File: config.mk
export PLATFORM = sky130hd
export DESIGN_NAME = pss_top
export DESIGN_NICKNAME = d
export VERILOG_FILES = /design/src/include/pss_pkg.sv /design/src/include/pss_sync_if.sv /design/src/core/pss_sync.sv /design/src/core/pss_top.sv
export VERILOG_INCLUDE_DIRS = /design/src /design/src/include
export SDC_FILE = /design/constraint.sdc
export NUM_CORES = 1
export LEC_CHECK = 0
export BUFFER_PORTS_ARGS = -buffer_cell sky130_fd_sc_hd__buf_2
export CAP_MARGIN = 10
export CORE_ASPECT_RATIO = 1.75
export CORE_UTILIZATION = 55
export CTS_CLUSTER_DIAMETER = 80
export DETAILED_ROUTE_END_ITERATION = 8
export PLACE_DENSITY_LB_ADDON = 0.1
export SLEW_MARGIN = 20
export SYNTH_ARGS = -nofsm -noshare
export SYNTH_HDL_FRONTEND = slang
export SYNTH_SLANG_ARGS = --single-unit
File: constraint.sdc
create_clock -name CLK_IN -period 2.5 [get_ports CLK_IN]
set_input_delay 0.25 -clock CLK_IN [delete_from_list [all_inputs] [get_ports CLK_IN]]
set_output_delay 0.25 -clock CLK_IN [all_outputs]
set_load 0.005 [all_outputs]
File: src/include/pss_map.svh
// Register offsets, field positions, reset values and timing figures of
// the start-up sequencer. Assumes a 125 MHz system clock.
`ifndef PSS_MAP_SVH
`define PSS_MAP_SVH

// -----------------------------------------------------------------------
// Register byte offsets
// -----------------------------------------------------------------------
`define PSS_CTRL_OFS 8'h00
`define PSS_STATUS_OFS 8'h04
`define PSS_CLASS_OFS 8'h08

// -----------------------------------------------------------------------
// Field positions
// -----------------------------------------------------------------------
`define PSS_CTRL_EN_BIT 0
`define PSS_CTRL_REQ_LSB 4
`define PSS_ST_STATE_LSB 0
`define PSS_ST_PG_BIT 2
`define PSS_ST_HIPWR_BIT 3
`define PSS_ST_ABORT_BIT 4
`define PSS_ST_PIN_LSB 8
`define PSS_CL_ASG_LSB 0
`define PSS_CL_HI_BIT 4
`define PSS_CL_LO_BIT 5
`define PSS_CL_SRC_BIT 6

// -----------------------------------------------------------------------
// Reset values
// -----------------------------------------------------------------------
`define PSS_CTRL_RST 32'h0000_0041

// -----------------------------------------------------------------------
// Timing
// -----------------------------------------------------------------------
`define PSS_CLK_HZ 64'd125000000
`define PSS_HIPWR_MS 64'd80
`define PSS_INRUSH_MAX_MS 64'd100
`define PSS_MS_TO_CYC(ms) (((ms) * `PSS_CLK_HZ) / 64'd1000)

`endif

File: src/include/pss_pkg.sv
// Types shared by the start-up sequencer modules.
// Assumes nothing beyond a SystemVerilog compiler.
package pss_pkg;

   // --------------------------------------------------------------------
   // Sequencer states
   // --------------------------------------------------------------------
   typedef enum logic [1:0] {
      PSS_IDLE = 2'b00,
      PSS_INRUSH = 2'b01,
      PSS_NORMAL = 2'b10,
      PSS_FAULT = 2'b11
   } pss_state_t;

   typedef logic [3:0] pss_class_t;

endpackage

File: src/include/pss_sync_if.sv
// Bundle of raw pin levels and their synchronised copies.
// Assumes both ends run on the same system clock.
interface pss_sync_if #(
   parameter int W = 1
);
   logic [W-1:0] raw;
   logic [W-1:0] synced;

   modport syn (input raw, output synced);
   modport user (output raw, input synced);
endinterface

File: src/core/pss_sync.sv
// Two-stage synchroniser for a group of pin levels.
// Assumes the pins are quasi-static relative to the system clock.
module pss_sync (
   input wire logic clk_in,
   input wire logic rst_n_in,
   pss_sync_if.syn bus
);
   logic [$bits(bus.raw)-1:0] stage1;
   logic [$bits(bus.raw)-1:0] stage2;

   // --------------------------------------------------------------------
   // Synchroniser stages
   // --------------------------------------------------------------------
   always_ff @(posedge clk_in or negedge rst_n_in) begin
      if (!rst_n_in) begin
         stage1 <= '0;
         stage2 <= '0;
      end else begin
         stage1 <= bus.raw;
         stage2 <= stage1;
      end
   end

   assign bus.synced = stage2;
endmodule

File: src/core/pss_top.sv
// Start-up sequencer of a powered-device interface with AXI4-Lite access.
// Assumes analog comparators and the classification engine drive the pins.
// Notes on behaviour
// RULE_01 - Enter inrush once port passes upper threshold after classification.
// RULE_02 - Leave inrush for normal only with return node low and gate high.
// RULE_03 - Abort inrush when capacitance stays uncharged too long.
// RULE_04 - Class 1 and 2 systems run at class power 50 ms after threshold.
// RULE_05 - Power-good output is driven low throughout inrush.
// RULE_06 - System keeps converter and big loads off while power-good low.
// RULE_07 - On leaving inrush, float power-good, stop limiting, keep switch on.
// RULE_08 - System starts at class 3 or less, more only when assigned.
// RULE_09 - Class 4 or above power only 80 ms after threshold crossing.
// RULE_10 - Requested class 4 to 6 decode onto high and low result outputs.
// RULE_11 - Requested class 7 and 8 decode onto high and low result outputs.
// RULE_12 - Class 8 above 71.3 W only with known cable, under 90 W.
// RULE_13 - System always stays at or below its assigned power.
// RULE_14 - Source-type flag floats for type 1/2, driven low for type 3/4.
// RULE_15 - Signature pulses meet minimum length and maximum dropout.
// RULE_16 - Signature timing follows the source-type flag.
// RULE_17 - Signature current is 10 mA up to class 4, else 16 mA.
// RULE_18 - Signature begins at threshold crossing; inrush may count.
// RULE_19 - With autoclass and flag low, full power from 1.35 s to 3.65 s.
// RULE_20 - System pulls up open-drain outputs; float reads high.
`include "pss_map.svh"
module pss_top
   import pss_pkg::*;
#(
   parameter int AW = 8,
   parameter logic [31:0] HIPWR_CYC = 32'(`PSS_MS_TO_CYC(`PSS_HIPWR_MS)),
   parameter logic [31:0] INRUSH_CYC =
      32'(`PSS_MS_TO_CYC(`PSS_INRUSH_MAX_MS))
) (
   input wire logic CLK_IN,
   input wire logic RST_N_IN,
   input wire logic UPPER_THRESH_ABOVE_IN,
   input wire logic CLASS_DONE_IN,
   input wire logic RETURN_LOW_IN,
   input wire logic GATE_HIGH_IN,
   input wire logic SRC_TYPE34_IN,
   input wire logic [3:0] ASSIGNED_CLASS_IN,
   input wire logic POWER_GOOD_IN,
   input wire logic CLASS_RESULT_HIGH_IN,
   input wire logic CLASS_RESULT_LOW_IN,
   input wire logic SOURCE_TYPE_FLAG_IN,
   output logic POWER_GOOD_OUT,
   output logic POWER_GOOD_OE_OUT,
   output logic CLASS_RESULT_HIGH_OUT,
   output logic CLASS_RESULT_HIGH_OE_OUT,
   output logic CLASS_RESULT_LOW_OUT,
   output logic CLASS_RESULT_LOW_OE_OUT,
   output logic SOURCE_TYPE_FLAG_OUT,
   output logic SOURCE_TYPE_FLAG_OE_OUT,
   output logic PASS_SWITCH_ON_OUT,
   output logic CURRENT_LIMIT_OUT,
   input wire logic [AW-1:0] S_AXI_AWADDR_IN,
   input wire logic S_AXI_AWVALID_IN,
   output logic S_AXI_AWREADY_OUT,
   input wire logic [31:0] S_AXI_WDATA_IN,
   input wire logic [3:0] S_AXI_WSTRB_IN,
   input wire logic S_AXI_WVALID_IN,
   output logic S_AXI_WREADY_OUT,
   output logic [1:0] S_AXI_BRESP_OUT,
   output logic S_AXI_BVALID_OUT,
   input wire logic S_AXI_BREADY_IN,
   input wire logic [AW-1:0] S_AXI_ARADDR_IN,
   input wire logic S_AXI_ARVALID_IN,
   output logic S_AXI_ARREADY_OUT,
   output logic [31:0] S_AXI_RDATA_OUT,
   output logic [1:0] S_AXI_RRESP_OUT,
   output logic S_AXI_RVALID_OUT,
   input wire logic S_AXI_RREADY_IN
);
   pss_sync_if #(.W(13)) pins ();
   pss_state_t state;
   pss_state_t next_state;
   logic uvlo;
   logic cdone;
   logic ret_low;
   logic gate_high;
   logic src34;
   pss_class_t asg;
   logic [3:0] pin_lvl;
   logic [31:0] inrush_cnt;
   logic [31:0] up_cnt;
   logic hipwr_ok;
   logic abort_flag;
   logic enable;
   pss_class_t req;
   pss_class_t asg_held;
   logic hi_drive;
   logic lo_drive;
   logic aw_full;
   logic w_full;
   logic [AW-1:0] aw_addr;
   logic [31:0] w_data;
   logic w_strb0;
   logic wr_do;
   logic abort_clr;
   logic [31:0] rd_mux;
   logic rd_ok;

   // --------------------------------------------------------------------
   // Pin synchronisation
   // --------------------------------------------------------------------
   assign pins.raw = {POWER_GOOD_IN, CLASS_RESULT_HIGH_IN,
                      CLASS_RESULT_LOW_IN, SOURCE_TYPE_FLAG_IN,
                      ASSIGNED_CLASS_IN, SRC_TYPE34_IN, GATE_HIGH_IN,
                      RETURN_LOW_IN, CLASS_DONE_IN, UPPER_THRESH_ABOVE_IN};
   assign {pin_lvl, asg, src34, gate_high, ret_low, cdone, uvlo} =
      pins.synced;

   pss_sync u_sync (
      .clk_in(CLK_IN),
      .rst_n_in(RST_N_IN),
      .bus(pins)
   );

   // --------------------------------------------------------------------
   // Sequencer
   // --------------------------------------------------------------------
   always_comb begin
      next_state = state;
      unique case (state)
         PSS_IDLE: begin
            if (enable && uvlo && cdone) begin
               next_state = PSS_INRUSH; // [RULE_01]
            end
         end
         PSS_INRUSH: begin
            if (!uvlo) begin
               next_state = PSS_IDLE;
            end else if (ret_low && gate_high) begin
               next_state = PSS_NORMAL; // [RULE_02]
            end else if (inrush_cnt >= INRUSH_CYC - 32'd1) begin
               next_state = PSS_FAULT; // [RULE_03]
            end
         end
         PSS_NORMAL: begin
            if (!uvlo) begin
               next_state = PSS_IDLE;
            end
         end
         PSS_FAULT: begin
            if (!uvlo) begin
               next_state = PSS_IDLE;
            end
         end
      endcase
   end

   always_ff @(posedge CLK_IN or negedge RST_N_IN) begin
      if (!RST_N_IN) begin
         state <= PSS_IDLE;
      end else begin
         state <= next_state;
      end
   end

   // Inrush timer measures time spent charging the port capacitance.
   always_ff @(posedge CLK_IN or negedge RST_N_IN) begin
      if (!RST_N_IN) begin
         inrush_cnt <= 32'h0000_0000;
      end else if (state == PSS_INRUSH) begin
         inrush_cnt <= inrush_cnt + 32'd1; // [RULE_03]
      end else begin
         inrush_cnt <= 32'h0000_0000;
      end
   end

   // Time since the upper threshold crossing, saturating at the limit.
   always_ff @(posedge CLK_IN or negedge RST_N_IN) begin
      if (!RST_N_IN) begin
         up_cnt <= 32'h0000_0000;
         hipwr_ok <= 1'b0;
      end else if (!uvlo) begin
         up_cnt <= 32'h0000_0000;
         hipwr_ok <= 1'b0;
      end else if (up_cnt >= HIPWR_CYC - 32'd1) begin
         hipwr_ok <= 1'b1; // [RULE_09]
      end else begin
         up_cnt <= up_cnt + 32'd1;
      end
   end

   // --------------------------------------------------------------------
   // Pin drivers
   // --------------------------------------------------------------------
   always_comb begin
      hi_drive = 1'b0;
      lo_drive = 1'b0;
      if (req >= 4'h4 && req <= 4'h6) begin
         hi_drive = asg >= 4'h5; // [RULE_10]
         lo_drive = asg == 4'h4; // [RULE_10]
      end else if (req >= 4'h7) begin
         hi_drive = asg >= 4'h6; // [RULE_11]
         lo_drive = asg == 4'h4 || asg >= 4'h7; // [RULE_11]
      end
   end

   always_ff @(posedge CLK_IN or negedge RST_N_IN) begin
      if (!RST_N_IN) begin
         POWER_GOOD_OE_OUT <= 1'b1;
         PASS_SWITCH_ON_OUT <= 1'b0;
         CURRENT_LIMIT_OUT <= 1'b0;
      end else begin
         POWER_GOOD_OE_OUT <= next_state != PSS_NORMAL; // [RULE_05] [RULE_07]
         PASS_SWITCH_ON_OUT <= next_state == PSS_INRUSH ||
                               next_state == PSS_NORMAL; // [RULE_07]
         CURRENT_LIMIT_OUT <= next_state == PSS_INRUSH; // [RULE_07]
      end
   end

   // Results are captured as inrush starts; the pin enables drop on power loss, asg_held is kept.
   always_ff @(posedge CLK_IN or negedge RST_N_IN) begin
      if (!RST_N_IN) begin
         CLASS_RESULT_HIGH_OE_OUT <= 1'b0;
         CLASS_RESULT_LOW_OE_OUT <= 1'b0;
         SOURCE_TYPE_FLAG_OE_OUT <= 1'b0;
         asg_held <= 4'h0;
      end else if (state == PSS_IDLE && next_state == PSS_INRUSH) begin
         CLASS_RESULT_HIGH_OE_OUT <= hi_drive; // [RULE_10] [RULE_11]
         CLASS_RESULT_LOW_OE_OUT <= lo_drive; // [RULE_10] [RULE_11]
         SOURCE_TYPE_FLAG_OE_OUT <= src34; // [RULE_14]
         asg_held <= asg;
      end else if (next_state == PSS_IDLE) begin
         CLASS_RESULT_HIGH_OE_OUT <= 1'b0;
         CLASS_RESULT_LOW_OE_OUT <= 1'b0;
         SOURCE_TYPE_FLAG_OE_OUT <= 1'b0;
      end
   end

   // Open-drain outputs only ever pull low.
   always_ff @(posedge CLK_IN or negedge RST_N_IN) begin
      if (!RST_N_IN) begin
         POWER_GOOD_OUT <= 1'b0;
         CLASS_RESULT_HIGH_OUT <= 1'b0;
         CLASS_RESULT_LOW_OUT <= 1'b0;
         SOURCE_TYPE_FLAG_OUT <= 1'b0;
      end else begin
         POWER_GOOD_OUT <= 1'b0;
         CLASS_RESULT_HIGH_OUT <= 1'b0;
         CLASS_RESULT_LOW_OUT <= 1'b0;
         SOURCE_TYPE_FLAG_OUT <= 1'b0;
      end
   end

   // --------------------------------------------------------------------
   // Register bus
   // --------------------------------------------------------------------
   assign wr_do = aw_full && w_full && !S_AXI_BVALID_OUT;
   assign abort_clr = wr_do && w_strb0 && w_data[`PSS_ST_ABORT_BIT] &&
                      aw_addr[3:2] == `PSS_STATUS_OFS >> 2 &&
                      aw_addr[AW-1:4] == '0;

   always_ff @(posedge CLK_IN or negedge RST_N_IN) begin
      if (!RST_N_IN) begin
         aw_full <= 1'b0;
         S_AXI_AWREADY_OUT <= 1'b1;
         aw_addr <= '0;
      end else if (S_AXI_AWVALID_IN && S_AXI_AWREADY_OUT) begin
         aw_full <= 1'b1;
         S_AXI_AWREADY_OUT <= 1'b0;
         aw_addr <= S_AXI_AWADDR_IN;
      end else if (wr_do) begin
         aw_full <= 1'b0;
         S_AXI_AWREADY_OUT <= 1'b1;
      end
   end

   always_ff @(posedge CLK_IN or negedge RST_N_IN) begin
      if (!RST_N_IN) begin
         w_full <= 1'b0;
         S_AXI_WREADY_OUT <= 1'b1;
         w_data <= 32'h0000_0000;
         w_strb0 <= 1'b0;
      end else if (S_AXI_WVALID_IN && S_AXI_WREADY_OUT) begin
         w_full <= 1'b1;
         S_AXI_WREADY_OUT <= 1'b0;
         w_data <= S_AXI_WDATA_IN;
         w_strb0 <= S_AXI_WSTRB_IN[0];
      end else if (wr_do) begin
         w_full <= 1'b0;
         S_AXI_WREADY_OUT <= 1'b1;
      end
   end

   always_ff @(posedge CLK_IN or negedge RST_N_IN) begin
      if (!RST_N_IN) begin
         S_AXI_BVALID_OUT <= 1'b0;
         S_AXI_BRESP_OUT <= 2'h0;
         enable <= 1'(`PSS_CTRL_RST >> `PSS_CTRL_EN_BIT);
         req <= 4'(`PSS_CTRL_RST >> `PSS_CTRL_REQ_LSB);
      end else if (wr_do) begin
         S_AXI_BVALID_OUT <= 1'b1;
         S_AXI_BRESP_OUT <= 2'h0;
         if (aw_addr[AW-1:4] != '0 || aw_addr[3:2] == 2'h3) begin
            S_AXI_BRESP_OUT <= 2'h3;
         end else if (aw_addr[3:2] == `PSS_CTRL_OFS >> 2 && w_strb0) begin
            enable <= w_data[`PSS_CTRL_EN_BIT];
            req <= w_data[`PSS_CTRL_REQ_LSB +: 4];
         end
      end else if (S_AXI_BREADY_IN) begin
         S_AXI_BVALID_OUT <= 1'b0;
      end
   end

   // Sticky abort flag; a new abort wins over a clear in the same cycle.
   always_ff @(posedge CLK_IN or negedge RST_N_IN) begin
      if (!RST_N_IN) begin
         abort_flag <= 1'b0;
      end else if (state == PSS_INRUSH && next_state == PSS_FAULT) begin
         abort_flag <= 1'b1; // [RULE_03]
      end else if (abort_clr) begin
         abort_flag <= 1'b0;
      end
   end

   always_comb begin
      rd_mux = 32'h0000_0000;
      rd_ok = S_AXI_ARADDR_IN[AW-1:4] == '0;
      unique case (S_AXI_ARADDR_IN[3:2])
         2'h0: begin
            rd_mux[`PSS_CTRL_EN_BIT] = enable;
            rd_mux[`PSS_CTRL_REQ_LSB +: 4] = req;
         end
         2'h1: begin
            rd_mux[`PSS_ST_STATE_LSB +: 2] = state;
            rd_mux[`PSS_ST_PG_BIT] = !POWER_GOOD_OE_OUT;
            rd_mux[`PSS_ST_HIPWR_BIT] = hipwr_ok;
            rd_mux[`PSS_ST_ABORT_BIT] = abort_flag;
            rd_mux[`PSS_ST_PIN_LSB +: 4] = pin_lvl;
         end
         2'h2: begin
            rd_mux[`PSS_CL_ASG_LSB +: 4] = asg_held;
            rd_mux[`PSS_CL_HI_BIT] = CLASS_RESULT_HIGH_OE_OUT;
            rd_mux[`PSS_CL_LO_BIT] = CLASS_RESULT_LOW_OE_OUT;
            rd_mux[`PSS_CL_SRC_BIT] = SOURCE_TYPE_FLAG_OE_OUT;
         end
         2'h3: begin
            rd_ok = 1'b0;
         end
      endcase
   end

   always_ff @(posedge CLK_IN or negedge RST_N_IN) begin
      if (!RST_N_IN) begin
         S_AXI_ARREADY_OUT <= 1'b1;
         S_AXI_RVALID_OUT <= 1'b0;
         S_AXI_RDATA_OUT <= 32'h0000_0000;
         S_AXI_RRESP_OUT <= 2'h0;
      end else if (S_AXI_ARVALID_IN && S_AXI_ARREADY_OUT) begin
         S_AXI_ARREADY_OUT <= 1'b0;
         S_AXI_RVALID_OUT <= 1'b1;
         S_AXI_RDATA_OUT <= rd_ok ? rd_mux : 32'h0000_0000;
         S_AXI_RRESP_OUT <= rd_ok ? 2'h0 : 2'h3;
      end else if (S_AXI_RVALID_OUT && S_AXI_RREADY_IN) begin
         S_AXI_ARREADY_OUT <= 1'b1;
         S_AXI_RVALID_OUT <= 1'b0;
      end
   end
endmodule

==> results by group <==
GRT
  • Antenna violations before repair: 1
  • Vias in the first global route: 4,989
  • All-Layer GR Usage: 0.2416
  • First-pass GRT wire length: 23,370 um
  • Largest net degree at the start of global routing: 64
  • Remaining global-route overflow: 0

Yosys
  • Post-synth cell types: 52
  • Seq/Total Area, Yosys: 0.5476
  • Post-synthesis async set-or-reset flop share: 1.000
  • Synth Instances: approximately 600
  • XOR/XNOR share of the synthesized area: 0.02829
  • Number of synthesized register bits: 142
  • Avg Synthesized Cell Area: 10.75 um2
  • Prevailing post-synth register cell: dfrtp_1
  • Ys Warns: 0
  • EDFF count, synth: 0
  • Main combinational cell family by area after synthesis: simple AND/OR/NAND/NOR gates
  • Compound-Gate Fraction of Synth Area: 0.1008
  • Post-synthesis mux area share: 0.04849
  • Mapped cell area: 6502 um2
  • Post-synthesis simple-gate area fraction: 0.1988
  • Adder-Cell Fraction of Synth Area: 0.01924

Pwr
  • Sw Share: 0.2653
  • Sequential Power Share: 0.478
  • Power Density: approximately 730 nW/um2
  • Internal power: 0.004162 W
  • Clock network fraction of design power: 0.421
  • Tot Pwr: around 0.0057 W
  • Net Switching: 0.001503 W
  • Logic pwr share: 0.101
  • Leakage: 3.477 nW
  • Max VDD drop: 0.5315 mV

Timing
  • Clock Skews: around 0.013 ns
  • Worst rel slew slack: 0.5154
  • Hold slack: 0.01149 ns
  • Fmax: 421.1 MHz
  • Final Hold Violating Endpoints: 0
  • Max-slew violations: 0
  • Tightest Pin Transition: 0.7251 ns
  • Fin crit share: 0.9498
  • Setup violations, final: 0
  • Fin crit period: approximately 2.4 ns
  • Final Worst Setup Slack: between 0.1 and 0.15 ns
  • RSZ-0062 raised after global routing: false

Drt
  • Post-route ant nets: 0
  • Total routed wirelength: ~14,000 um
  • DRT Pass-1 Iters: 7
  • DR DRC count: 6
  • Vias per inst: 5.773
  • 1st-iter DRT viols: 245
  • Detailed-route via count: 4,936
  • Per-cell routed wire length: around 16 um

Final layout
  • Layout cells sized above 1: 0.2225
  • Non-filler instance count after layout: 855
  • Commonest non-fill, non-tap cell in the layout: dfrtp_1
  • Final nets: 788
  • Area added between synthesis and finish: 19.09%
  • Final Util: 0.6724
  • Commonest cells after routing, fill and taps aside: dfrtp_1 (136), buf_2 (63), nand2_1 (57)

Die
  • Initial Utilization: 0.5646
  • Die area: 12,280 um2
  • # IOs: 123
  • Core Area: 11,520 um2
  • Rows: 52
  • DIE HEIGHT: 145.8 um
  • Die width: 84.20 um

Clocking
  • H-tree depth: 4
  • Clock latency on the worst-skew pair: 0.42 ns
  • Setup Buffers After CTS: 0
  • CTS tree: done
  • Clock Tree Buf Depth: 2
  • Reg clk slew, reported paths: about 0.07 ns
  • Sink Count: 142
  • Clock root cell: clkbuf_16
  • Number of buffers created by CTS: 17

Placed design
  • Setup WS pre-CTS: -0.1181 ns
  • Buffers on Ports: 64
  • Placer congestion estimate: 0.8529
  • Placed insts: slightly above 800
  • HPWL after DPL: 9829 um

Worst setup path
  • CP Data Required Time: between 2 and 3 ns
  • Slowest cell on crit path: or4_1
  • Crit path DAT: 2.67 ns
  • CP bufs+invs: 0
  • Setup Crit Path Kind: flip-flop to flip-flop
  • Critical-path maximum fanout: 10
  • Startpoint types: flip-flop
  • Worst path cell trace: or4_1, o311ai_2, a21oi_1, o221ai_1, ha_1, nand2_2, mux2_2
  • Worst Setup End Kind: flip-flop
  • CP top delay family: simple AND/OR/NAND/NOR gates
  • CP max stage delay: 0.54 ns

Flow run
  • Max Cap Violations: 0

Outcome
  • Status: complete, but fails checks
  • Failing checks: DRC

Hold path
  • Hold crit path type: input pin to flip-flop
[per-stage QoR]
stage               TNS, ns  instance area, um2
floorplan                 0                6589
global placement    -0.1559                6983
detailed placement  -0.4175                6983
CTS                       0                7727
global route              0                7744
finish                    0                7744
[state kept, by name (all words and copies together) (netlist names), 2 cells and up]
register           cells
w_data                 5
asg_held               4
u_sync.stage1         13
req                    4
inrush_cnt            32
up_cnt                32
state                  2
u_sync.bus.synced     13
S_AXI_RDATA_OUT       12
aw_addr                6
[power groups by stage]
stage                     Sequential [W]  Clock [W]  Combinational (W)
after floorplan                  0.00270          0           0.000390
after global placement           0.00273          0           0.000540
after detailed placement         0.00275          0           0.000561
after CTS                        0.00271    0.00245           0.000585
after global routing             0.00273    0.00254           0.000645
final                            0.00271    0.00239           0.000574
[cells by family after synthesis]
group,after synthesis
AOI/OAI and AO/OA,99
xor gates and xnor gates,21
adders and majority gates,10
buffers and inverters,63
DFF,142
muxes,29
other,1
and+or+nand+nor,240
[Yosys cell counts (all sizes together), types with 2 or more instances]
master    n  share of area
o31ai    20          0.023
nand3    24          0.018
a21oi    27          0.021
nor3     17          0.013
xor2      5         0.0067
nor4     14          0.015
mux2i     9          0.014
inv      15         0.0087
and4      5         0.0067
xnor2    16          0.022
nand2b    8         0.0077
dfstp     6          0.024
a222oi    2         0.0031
nand3b    4         0.0046
mux2     20          0.035
and2     11          0.011
clkbuf   11         0.0063
o41ai     2         0.0056
nand4    19          0.018
or3      14          0.014
a22oi     6         0.0069
nor2     31          0.018
dfrtp   136           0.52
o21ai    25          0.019
nand2    58          0.033
o211ai    4         0.0046
o221a     2         0.0035
buf      37          0.041
or4      19          0.022
and3     13          0.013
ha       10          0.019
o311ai    2         0.0027
[layer usage]
| layer | part of all wire | up-vias | GRT usage | wire length (um) |
|---|---|---|---|---|
| met4 | 0.035 | 0 | 0.1310 | 480 |
| met5 | 0 | - | 0 | 0 |
| met1 | 0.38 | 2421 | 0.2666 | 5209 |
| met3 | 0.033 | 39 | 0.04594 | 455 |
| met2 | 0.55 | 125 | 0.4328 | 7628 |
| li1 | - | 2351 | - | - |
[area by class of cell]
type | count | area, um2
fill | 920 | 3772
inverter | 15 | 56.30
clock inverter | 15 | 146.4
sequential | 142 | 3561
timing repair buffer | 107 | 704.4
multi-input combinational | 423 | 2679
clock buffer | 17 | 425.4
tap | 135 | 168.9
antenna | 1 | 2.502
[what timing repair did]
action                                  CTS  global route
endpoints found under the setup margin    6             3
hold buffers                             17             0
hold endpoints to repair                 59             0
resized for setup                         2             2
[path summary, 6_finish.rpt]
path,endpoint,slack [ns],cells past startpoint,startpoint
min in group asynchronous,u_sync.stage1[2],0.33,2,RST_N_IN
min,S_AXI_BVALID_OUT,0.01,2,S_AXI_BREADY_IN
max reg2reg,asg_held[2],0.13,7,inrush_cnt[9]
min reg2reg,u_sync.bus.synced[9],0.34,0,u_sync.stage1[9]
max,asg_held[2],0.13,7,inrush_cnt[9]
max in group asynchronous,POWER_GOOD_OE_OUT,1.34,3,RST_N_IN
No activity file was read; power rests on OpenSTA's default activity.
